<file path="config.mk">
export PLATFORM = sky130hd
export DESIGN_NAME = cafm_filter_bank
export DESIGN_NICKNAME = d
export VERILOG_FILES = /design/src/inc/cafm_pkg.sv /design/src/rtl/cafm_filter_bank.sv /design/src/rtl/cafm_filter_cmp.sv
export VERILOG_INCLUDE_DIRS = /design/src /design/src/inc
export SDC_FILE = /design/constraint.sdc
export NUM_CORES = 2
export LEC_CHECK = 0
export BUFFER_PORTS_ARGS = -buffer_cell sky130_fd_sc_hd__buf_4
export CAP_MARGIN = 10
export CORE_MARGIN = 1
export CORE_UTILIZATION = 62
export DETAILED_ROUTE_END_ITERATION = 8
export PLACE_DENSITY = 0.77
export REMOVE_ABC_BUFFERS = 1
export SYNTH_ARGS = -nofsm -noshare
export SYNTH_HDL_FRONTEND = slang
export SYNTH_SLANG_ARGS = --single-unit
</file>
<file path="constraint.sdc">
create_clock -name clk -period 3.05 [get_ports clk]
set_input_delay 0.305 -clock clk [delete_from_list [all_inputs] [get_ports clk]]
set_output_delay 0.305 -clock clk [all_outputs]
set_load 0.01 [all_outputs]
</file>
<file path="src/inc/cafm_cfg.svh">
// Register map, field positions and reset values of the acceptance filter bank.
`ifndef CAFM_CFG_SVH
`define CAFM_CFG_SVH

// ==========================================================================
// Sizes
// ==========================================================================
`define CAFM_NUM_FILT 16
`define CAFM_ADDR_W 8

// ==========================================================================
// Register offsets
// ==========================================================================
`define CAFM_OFS_FILT_BASE 8'h00
`define CAFM_OFS_MASK_SID 8'h80
`define CAFM_OFS_MASK_EID 8'h84
`define CAFM_OFS_FILT_EN 8'h88
`define CAFM_OFS_HIT_STAT 8'h8C

// ==========================================================================
// Field positions in the standard identifier register
// ==========================================================================
`define CAFM_SID_MSB 15
`define CAFM_SID_LSB 5
`define CAFM_TYPE_BIT 3
`define CAFM_EXTHI_MSB 1
`define CAFM_EXTHI_LSB 0
`define CAFM_SID_IMPL 16'hFFEB

// ==========================================================================
// Reset values
// ==========================================================================
`define CAFM_FILT_EN_RST 16'h0000
`define CAFM_HIT_RST 16'h0000

`endif

</file>
<file path="src/inc/cafm_pkg.sv">
// Types shared by the acceptance filter bank.
package cafm_pkg;

    typedef logic [15:0] cafm_word_t;

    typedef enum logic [1:0] {
        CAFM_RESP_OKAY = 2'h0,
        CAFM_RESP_SLVERR = 2'h2
    } cafm_resp_t;

endpackage

</file>
<file path="src/rtl/cafm_filter_bank.sv">
// Sixteen-entry CAN acceptance filter bank with an AXI4-Lite register slave.
//
// Contract
// - Sixteen independent filters, each with a standard and an extended register.
// - Standard identifier sits in bits 15..5; each compared bit must equal.
// - Extended bits 17..16 sit in bits 1..0 and must equal the message.
// - With type matching on, bit 3 selects extended (1) or standard (0) only.
// - With type matching off, the type-select bit is ignored.
// - Extended bits 15..0 fill the second register and must each equal.
// - Bits 4 and 2 of the standard register read zero; writes ignored.
// - Filter bits are not reset; software writes each filter before use.
// - Only positions whose mask bit is 1 are compared; others are don't-care.
`timescale 1ns/1ns
`default_nettype none
`include "cafm_cfg.svh"

module cafm_filter_bank (
    input wire logic clk,
    input wire logic rst_n,
    input wire logic ce,
    // AXI4-Lite slave.
    input wire logic [`CAFM_ADDR_W-1:0] s_axi_awaddr,
    input wire logic s_axi_awvalid,
    output logic s_axi_awready,
    input wire logic [31:0] s_axi_wdata,
    input wire logic [3:0] s_axi_wstrb,
    input wire logic s_axi_wvalid,
    output logic s_axi_wready,
    output logic [1:0] s_axi_bresp,
    output logic s_axi_bvalid,
    input wire logic s_axi_bready,
    input wire logic [`CAFM_ADDR_W-1:0] s_axi_araddr,
    input wire logic s_axi_arvalid,
    output logic s_axi_arready,
    output logic [31:0] s_axi_rdata,
    output logic [1:0] s_axi_rresp,
    output logic s_axi_rvalid,
    input wire logic s_axi_rready,
    // Received identifiers from the receive path.
    input wire logic rx_id_valid,
    input wire logic [10:0] rx_std_id,
    input wire logic [17:0] rx_ext_id,
    input wire logic rx_is_ext,
    // Match result.
    output logic [`CAFM_NUM_FILT-1:0] hit_vec,
    output logic hit_valid
);

    // ======================================================================
    // Storage
    // ======================================================================
    cafm_pkg::cafm_word_t filt_sid_reg [0:`CAFM_NUM_FILT-1];
    cafm_pkg::cafm_word_t filt_eid_reg [0:`CAFM_NUM_FILT-1];
    cafm_pkg::cafm_word_t mask_sid_reg;
    cafm_pkg::cafm_word_t mask_eid_reg;
    cafm_pkg::cafm_word_t filt_en_reg;
    cafm_pkg::cafm_word_t hit_stat_reg;

    logic aw_held_reg;
    logic w_held_reg;
    logic [`CAFM_ADDR_W-1:0] aw_addr_reg;
    logic [15:0] w_data_reg;
    logic [1:0] w_strb_reg;
    logic awready_reg;
    logic wready_reg;
    logic bvalid_reg;
    logic [1:0] bresp_reg;
    logic arready_reg;
    logic rvalid_reg;
    logic [1:0] rresp_reg;
    logic [31:0] rdata_reg;
    logic [`CAFM_NUM_FILT-1:0] hit_vec_reg;
    logic hit_valid_reg;

    // ======================================================================
    // Write channel handshake
    // ======================================================================
    wire aw_take;
    wire w_take;
    wire do_write;
    wire aw_held_next;
    wire w_held_next;
    wire bvalid_next;
    wire awready_next;
    wire wready_next;

    assign aw_take = s_axi_awvalid & awready_reg;
    assign w_take = s_axi_wvalid & wready_reg;
    assign do_write = aw_held_reg & w_held_reg & ~bvalid_reg;
    assign aw_held_next = (aw_held_reg | aw_take) & ~do_write;
    assign w_held_next = (w_held_reg | w_take) & ~do_write;
    assign bvalid_next = do_write | (bvalid_reg & ~s_axi_bready);
    assign awready_next = ~aw_held_next & ~bvalid_next;
    assign wready_next = ~w_held_next & ~bvalid_next;

    // ======================================================================
    // Write decode
    // ======================================================================
    wire [15:0] byte_en;
    wire wr_filt_area;
    wire [3:0] wr_idx;
    wire wr_is_eid;
    wire wr_mask_sid;
    wire wr_mask_eid;
    wire wr_filt_en;
    wire wr_hit_stat;
    wire wr_hit;

    assign byte_en = {{8{w_strb_reg[1]}}, {8{w_strb_reg[0]}}};
    assign wr_filt_area = (aw_addr_reg[7] == 1'b0) & (aw_addr_reg[1:0] == 2'h0);
    assign wr_idx = aw_addr_reg[6:3];
    assign wr_is_eid = aw_addr_reg[2];
    assign wr_mask_sid = aw_addr_reg == `CAFM_OFS_MASK_SID;
    assign wr_mask_eid = aw_addr_reg == `CAFM_OFS_MASK_EID;
    assign wr_filt_en = aw_addr_reg == `CAFM_OFS_FILT_EN;
    assign wr_hit_stat = aw_addr_reg == `CAFM_OFS_HIT_STAT;
    assign wr_hit = wr_filt_area | wr_mask_sid | wr_mask_eid | wr_filt_en | wr_hit_stat;

    function automatic cafm_pkg::cafm_word_t merge(input cafm_pkg::cafm_word_t old_v,
                                                  input cafm_pkg::cafm_word_t new_v,
                                                  input cafm_pkg::cafm_word_t en);
        merge = (old_v & ~en) | (new_v & en);
    endfunction

    // ======================================================================
    // Filter entries and comparators
    // ======================================================================
    wire [`CAFM_NUM_FILT-1:0] hit_raw;

    genvar gi;
    generate
        for (gi = 0; gi < `CAFM_NUM_FILT; gi = gi + 1) begin : g_filt
            wire sel;
            assign sel = ce & do_write & wr_filt_area & (wr_idx == 4'(gi));
            // No reset: the contents are undefined until software loads them.
            always_ff @(posedge clk) begin
                if (sel & ~wr_is_eid) begin
                    filt_sid_reg[gi] <= merge(filt_sid_reg[gi], w_data_reg, byte_en)
                        & `CAFM_SID_IMPL;
                end
                if (sel & wr_is_eid) begin
                    filt_eid_reg[gi] <= merge(filt_eid_reg[gi], w_data_reg, byte_en);
                end
            end
            cafm_filter_cmp u_cmp (
                .filt_sid(filt_sid_reg[gi]),
                .filt_eid(filt_eid_reg[gi]),
                .mask_sid(mask_sid_reg),
                .mask_eid(mask_eid_reg),
                .rx_std_id(rx_std_id),
                .rx_ext_id(rx_ext_id),
                .rx_is_ext(rx_is_ext),
                .hit(hit_raw[gi])
            );
        end
    endgenerate

    // Mask registers are unreset like the filters they qualify.
    always_ff @(posedge clk) begin
        if (ce & do_write & wr_mask_sid) begin
            mask_sid_reg <= merge(mask_sid_reg, w_data_reg, byte_en) & `CAFM_SID_IMPL;
        end
        if (ce & do_write & wr_mask_eid) begin
            mask_eid_reg <= merge(mask_eid_reg, w_data_reg, byte_en);
        end
    end

    // ======================================================================
    // Read decode
    // ======================================================================
    wire [3:0] rd_idx;
    wire rd_filt_area;
    wire rd_hit;
    wire [15:0] rd_word;

    assign rd_idx = s_axi_araddr[6:3];
    assign rd_filt_area = (s_axi_araddr[7] == 1'b0) & (s_axi_araddr[1:0] == 2'h0);
    assign rd_hit = rd_filt_area
        | (s_axi_araddr == `CAFM_OFS_MASK_SID) | (s_axi_araddr == `CAFM_OFS_MASK_EID)
        | (s_axi_araddr == `CAFM_OFS_FILT_EN) | (s_axi_araddr == `CAFM_OFS_HIT_STAT);
    assign rd_word = rd_filt_area ? (s_axi_araddr[2] ? filt_eid_reg[rd_idx]
                                                     : filt_sid_reg[rd_idx])
        : (s_axi_araddr == `CAFM_OFS_MASK_SID) ? mask_sid_reg
        : (s_axi_araddr == `CAFM_OFS_MASK_EID) ? mask_eid_reg
        : (s_axi_araddr == `CAFM_OFS_FILT_EN) ? filt_en_reg
        : (s_axi_araddr == `CAFM_OFS_HIT_STAT) ? hit_stat_reg
        : 16'h0000;

    wire ar_take;
    wire rvalid_next;

    assign ar_take = s_axi_arvalid & arready_reg;
    assign rvalid_next = ar_take | (rvalid_reg & ~s_axi_rready);

    // ======================================================================
    // Match result
    // ======================================================================
    wire [`CAFM_NUM_FILT-1:0] hit_gated;

    assign hit_gated = hit_raw & filt_en_reg;

    wire [`CAFM_NUM_FILT-1:0] hit_set;
    wire [`CAFM_NUM_FILT-1:0] hit_clr;

    assign hit_set = rx_id_valid ? hit_gated : 16'h0000;
    assign hit_clr = (do_write & wr_hit_stat) ? (w_data_reg & byte_en) : 16'h0000;

    // ======================================================================
    // Control registers
    // ======================================================================
    always_ff @(posedge clk or negedge rst_n) begin
        if (!rst_n) begin
            aw_held_reg <= 1'b0;
            w_held_reg <= 1'b0;
            aw_addr_reg <= 8'h00;
            w_data_reg <= 16'h0000;
            w_strb_reg <= 2'h0;
            awready_reg <= 1'b0;
            wready_reg <= 1'b0;
            bvalid_reg <= 1'b0;
            bresp_reg <= cafm_pkg::CAFM_RESP_OKAY;
        end else if (ce) begin
            aw_held_reg <= aw_held_next;
            w_held_reg <= w_held_next;
            awready_reg <= awready_next;
            wready_reg <= wready_next;
            bvalid_reg <= bvalid_next;
            if (aw_take) begin
                aw_addr_reg <= s_axi_awaddr;
            end
            if (w_take) begin
                w_data_reg <= s_axi_wdata[15:0];
                w_strb_reg <= s_axi_wstrb[1:0];
            end
            if (do_write) begin
                bresp_reg <= wr_hit ? cafm_pkg::CAFM_RESP_OKAY : cafm_pkg::CAFM_RESP_SLVERR;
            end
        end
    end

    always_ff @(posedge clk or negedge rst_n) begin
        if (!rst_n) begin
            arready_reg <= 1'b0;
            rvalid_reg <= 1'b0;
            rresp_reg <= cafm_pkg::CAFM_RESP_OKAY;
            rdata_reg <= 32'h0000_0000;
        end else if (ce) begin
            arready_reg <= ~rvalid_next;
            rvalid_reg <= rvalid_next;
            if (ar_take) begin
                rdata_reg <= {16'h0000, rd_word};
                rresp_reg <= rd_hit ? cafm_pkg::CAFM_RESP_OKAY : cafm_pkg::CAFM_RESP_SLVERR;
            end
        end
    end

    always_ff @(posedge clk or negedge rst_n) begin
        if (!rst_n) begin
            filt_en_reg <= `CAFM_FILT_EN_RST;
            hit_stat_reg <= `CAFM_HIT_RST;
            hit_vec_reg <= `CAFM_HIT_RST;
            hit_valid_reg <= 1'b0;
        end else if (ce) begin
            hit_valid_reg <= rx_id_valid;
            if (rx_id_valid) begin
                hit_vec_reg <= hit_gated;
            end
            if (do_write & wr_filt_en) begin
                filt_en_reg <= merge(filt_en_reg, w_data_reg, byte_en);
            end
            // A hit on a bit wins over a software clear of that bit in the same cycle.
            hit_stat_reg <= (hit_stat_reg & ~hit_clr) | hit_set;
        end
    end

    // ======================================================================
    // Outputs
    // ======================================================================
    assign s_axi_awready = awready_reg;
    assign s_axi_wready = wready_reg;
    assign s_axi_bvalid = bvalid_reg;
    assign s_axi_bresp = bresp_reg;
    assign s_axi_arready = arready_reg;
    assign s_axi_rvalid = rvalid_reg;
    assign s_axi_rresp = rresp_reg;
    assign s_axi_rdata = rdata_reg;
    assign hit_vec = hit_vec_reg;
    assign hit_valid = hit_valid_reg;

endmodule
`default_nettype wire

</file>
<file path="src/rtl/cafm_filter_cmp.sv">
// Identifier comparison of one acceptance filter against a received identifier.
`timescale 1ns/1ns
`default_nettype none
`include "cafm_cfg.svh"

module cafm_filter_cmp (
    input wire logic [15:0] filt_sid,
    input wire logic [15:0] filt_eid,
    input wire logic [15:0] mask_sid,
    input wire logic [15:0] mask_eid,
    input wire logic [10:0] rx_std_id,
    input wire logic [17:0] rx_ext_id,
    input wire logic rx_is_ext,
    output logic hit
);

    wire [10:0] std_diff;
    wire [17:0] ext_diff;
    wire [10:0] std_care;
    wire [17:0] ext_care;
    wire std_ok;
    wire ext_ok;
    wire type_ok;

    assign std_diff = rx_std_id ^ filt_sid[`CAFM_SID_MSB:`CAFM_SID_LSB];
    assign ext_diff = rx_ext_id
        ^ {filt_sid[`CAFM_EXTHI_MSB:`CAFM_EXTHI_LSB], filt_eid};
    assign std_care = mask_sid[`CAFM_SID_MSB:`CAFM_SID_LSB];
    assign ext_care = {mask_sid[`CAFM_EXTHI_MSB:`CAFM_EXTHI_LSB], mask_eid};
    assign std_ok = ~|(std_diff & std_care);
    // Extended bits only exist in extended frames, so standard frames skip them.
    assign ext_ok = ~rx_is_ext | ~|(ext_diff & ext_care);
    // The type bit counts only when the mask enables type matching.
    assign type_ok = ~mask_sid[`CAFM_TYPE_BIT]
        | (filt_sid[`CAFM_TYPE_BIT] == rx_is_ext);
    assign hit = std_ok & ext_ok & type_ok;

endmodule
`default_nettype wire

</file>
==> run_results.csv <==
group,metric,value,unit
outcome,outcome,"finished clean",
setup_path,crit_required,3320,ps
logic_synthesis,synth-compound-area-share,10.2,%
floorplan,core-area,49400,µm²
routing,first_pass_iters,8,
cells_and_area,area_delta_synth_final,13.5,%
setup_path,cp.arrival,3160,ps
logic_synthesis,synth_seq_cells,610,
floorplan,die_x,227,µm
logic_synthesis,synth_area_leader_cell,"edfxtp_1",
global_routing,grt_pass1_vias,22200,
global_routing,antenna_found_initial,1,
setup_path,cp_slowest_stage_delay,580,ps
logic_synthesis,synth-warning-count,0,
timing,fin_crit_sh,94.5,%
logic_synthesis,avgSynthCellArea,13.9,µm²
place,dp_slack,265,ps
logic_synthesis,postSynthCellCount,2249,
floorplan,start_util,63.4,%
pwr,peakVddDrop,916,µV
timing,slew_violations,0,
cts,cts.sinks,610,
setup_path,crit_top_cell,"nor2_1",
setup_path,end_kind,"flop",
logic_synthesis,synth_top_family_by_area,"XOR/XNOR gates",
global_routing,grt_pass1_wl,151,mm
global_routing,grt_max_degree,50,
routing,ant_nets,0,
timing,fmax,347,MHz
logic_synthesis,synthAdderAreaFrac,0,%
logic_synthesis,seq_area_frac_synth,57.0,%
timing,period_needed,2880,ps
setup_path,path_class,"flop to flop",
pwr,p_total,22.8,mW
cells_and_area,final_core_util,71.9,%
logic_synthesis,syn-cell-area,31300,µm²
cts,h-tree-depth,2,
logic_synthesis,synthSimpleGateAreaFrac,4.25,%
cells_and_area,num-nets-final,2494,
logic_synthesis,synth.distinct_cells,59,
logic_synthesis,synthMuxAreaShare,11.5,%
place,dpl_cell_area,33100,µm²
job,drv_cap,0,
global_routing,track_usage,42.2,%
cts,cts-root-buf,"clkbuf_16",
routing,drtIter0Drc,3960,
cts,clkSlewWorstSetupHoldPaths,60,ps
pwr,power_density,641,nW/µm²
cells_and_area,drive_gt1_share,20.3,%
routing,via_count,22300,
logic_synthesis,synth_xor_area_share,13.4,%
floorplan,dieHeight,227,µm
cts,cts_resized,0,
cts,cts_tree,"done",
logic_synthesis,synth_top_area_share,49.0,%
floorplan,io_pins,149,
timing,relSlewSlack,6.90,%
place,io_buffer_count,112,
timing,setup_tns,0,ps
timing,fin_skew,20.4,ps
logic_synthesis,synth-main-ff-cell,"edfxtp_1",
timing,worst-slew-pin-transition,1400,ps
hold_path,hp-class,"input port to flop",
cts,cts_buffer_depth,3,
setup_path,cp_slowest_cell,"nor2_1",
setup_path,crit_chain,"or2_2 > or3_1 > nor2_1 > nand3_1 > nor2_1",
global_routing,grt_overflow,0,
floorplan,rows,81,
timing,hold_violations,0,
timing,rsz0062_at_grt,"no",
logic_synthesis,netlist_top_cells_area,"edfxtp_1 49%, xor2_1 13%, dfrtp_1 8.0%, mux4_2 7.6%, a22oi_1 4.9%",
floorplan,dieArea,51300,µm²
place,hpwlAfterDp,75.8,mm
place,routabilityCongestion,1.02,
cells_and_area,stdcell_area,35500,µm²
cells_and_area,antenna_cells,0,
cells_and_area,instances_no_fill,3120,
pwr,power_leakage,13.3,nW
place,dp.cells,2975,
timing,setup_violations,0,
cts,cts_buffers,61,
routing,drt-wirelength-per-cell,33.9,µm
timing,fin_ws,169,ps
setup_path,crit_path_start_kind,"flop",
logic_synthesis,synth-async-reset-ratio,16.4,%
routing,viasPerCell,7.14,
timing,timing.hold.ws,5.60,ps
routing,drc,0,
setup_path,critPathMaxFanout,6,
routing,wirelength,106,mm
cts,insertion_delay,640,ps
logic_synthesis,synth-edff-count,510,
## where the power goes
group / switching (mW) / leakage (nW) / internal (mW) / total [mW]
Combinational: 2.40 / 6.35 / 1.18 / 3.57
Clock: 3.32 / 1.01 / 4.52 / 7.84
Sequential: 0.947 / 5.89 / 10.4 / 11.4
## synthesized netlist by cell type (all sizes together) (4+ instances only)
cell type    n
a22o        40
nor2        86
o21ai       46
buf        115
edfxtp     510
nand3       33
a221oi      22
o32a         6
clkbuf      92
mux2        45
a222oi      16
nand4       22
nand2b       9
a2111oi      8
xor2       480
inv         23
o221ai       7
o22a         7
o211ai       6
o31a        13
and3        15
a221o        5
a21oi       40
a22oi      205
mux2i       71
nor3         4
nand3b       4
dfrtp      100
nor2b        7
mux4       106
nand2       82
## what timing repair did
action,in CTS,in global routing
hold buffers,29,0
setup buffers,0,0
hold endpoints to repair,75,0
## cell usage in the layout (no fill, tap or decap), types with 23 or more instances in the layout
master and count:
edfxtp_1 510, xor2_1 480, buf_4 244, a22oi_1 205
mux4_2 105, dfrtp_1 100, nor2_1 84, nand2_1 82
mux2i_1 71, clkbuf_16 63, a22o_1 40, a21oi_1 40
mux2_2 37, nand3_1 33, o21ai_0 33, dlygate4sd3_1 29
inv_1 23
## logic make-up (layout without fill, tap and decap cells)
| group | after synthesis | count (layout) |
|---|---|---|
| simple gates | 277 | 277 |
| buf+inv | 230 | 420 |
| compound gates | 429 | 429 |
| flops | 610 | 610 |
| mux | 222 | 222 |
| other cells | 1 | 18 |
| xor+xnor | 480 | 480 |
## routing by layer
layer | track usage (%) | wire length, µm | part of all wire [%] | vias up
li1 | - | - | - | 8839
met1 | 55.0 | 36000 | 34 | 11100
met2 | 63.4 | 47200 | 45 | 1991
met3 | 13.8 | 16400 | 16 | 391
met4 | 21.8 | 6270 | 5.9 | 0
met5 | 0 | 0 | 0 | -
## worst max-delay path: cells and delay by family, from the launching register on
| family | cells | cell delay [ps] |
|---|---|---|
| simple gates | 5 | 2120 |
| flops | 1 | 380 |
## final timing paths
path / start / end / slack (ps) / depth (start not counted)
worst max-delay path: aw_addr_reg[1] / flop / 170 / 5
worst min-delay path: ce / hit_valid / 6 / 2
worst max register to register: aw_addr_reg[1] / flop / 170 / 5
worst min register to register: s_axi_rresp[1] / s_axi_rresp[1] / 480 / 2
max in group asynchronous: rst_n / hit_vec[10] / 1890 / 3
min in group asynchronous: rst_n / s_axi_rvalid / 250 / 2
## area by class of cell
type / instances / area (µm²)
sequential: 610 / 17800
fill: 3197 / 13900
timing repair buffer: 281 / 2280
inverter: 23 / 86.3
clock inverter: 35 / 370
multi-input combinational: 1426 / 12400
tap: 664 / 831
clock buffer: 81 / 1700
(Power assumes the default switching activity.)
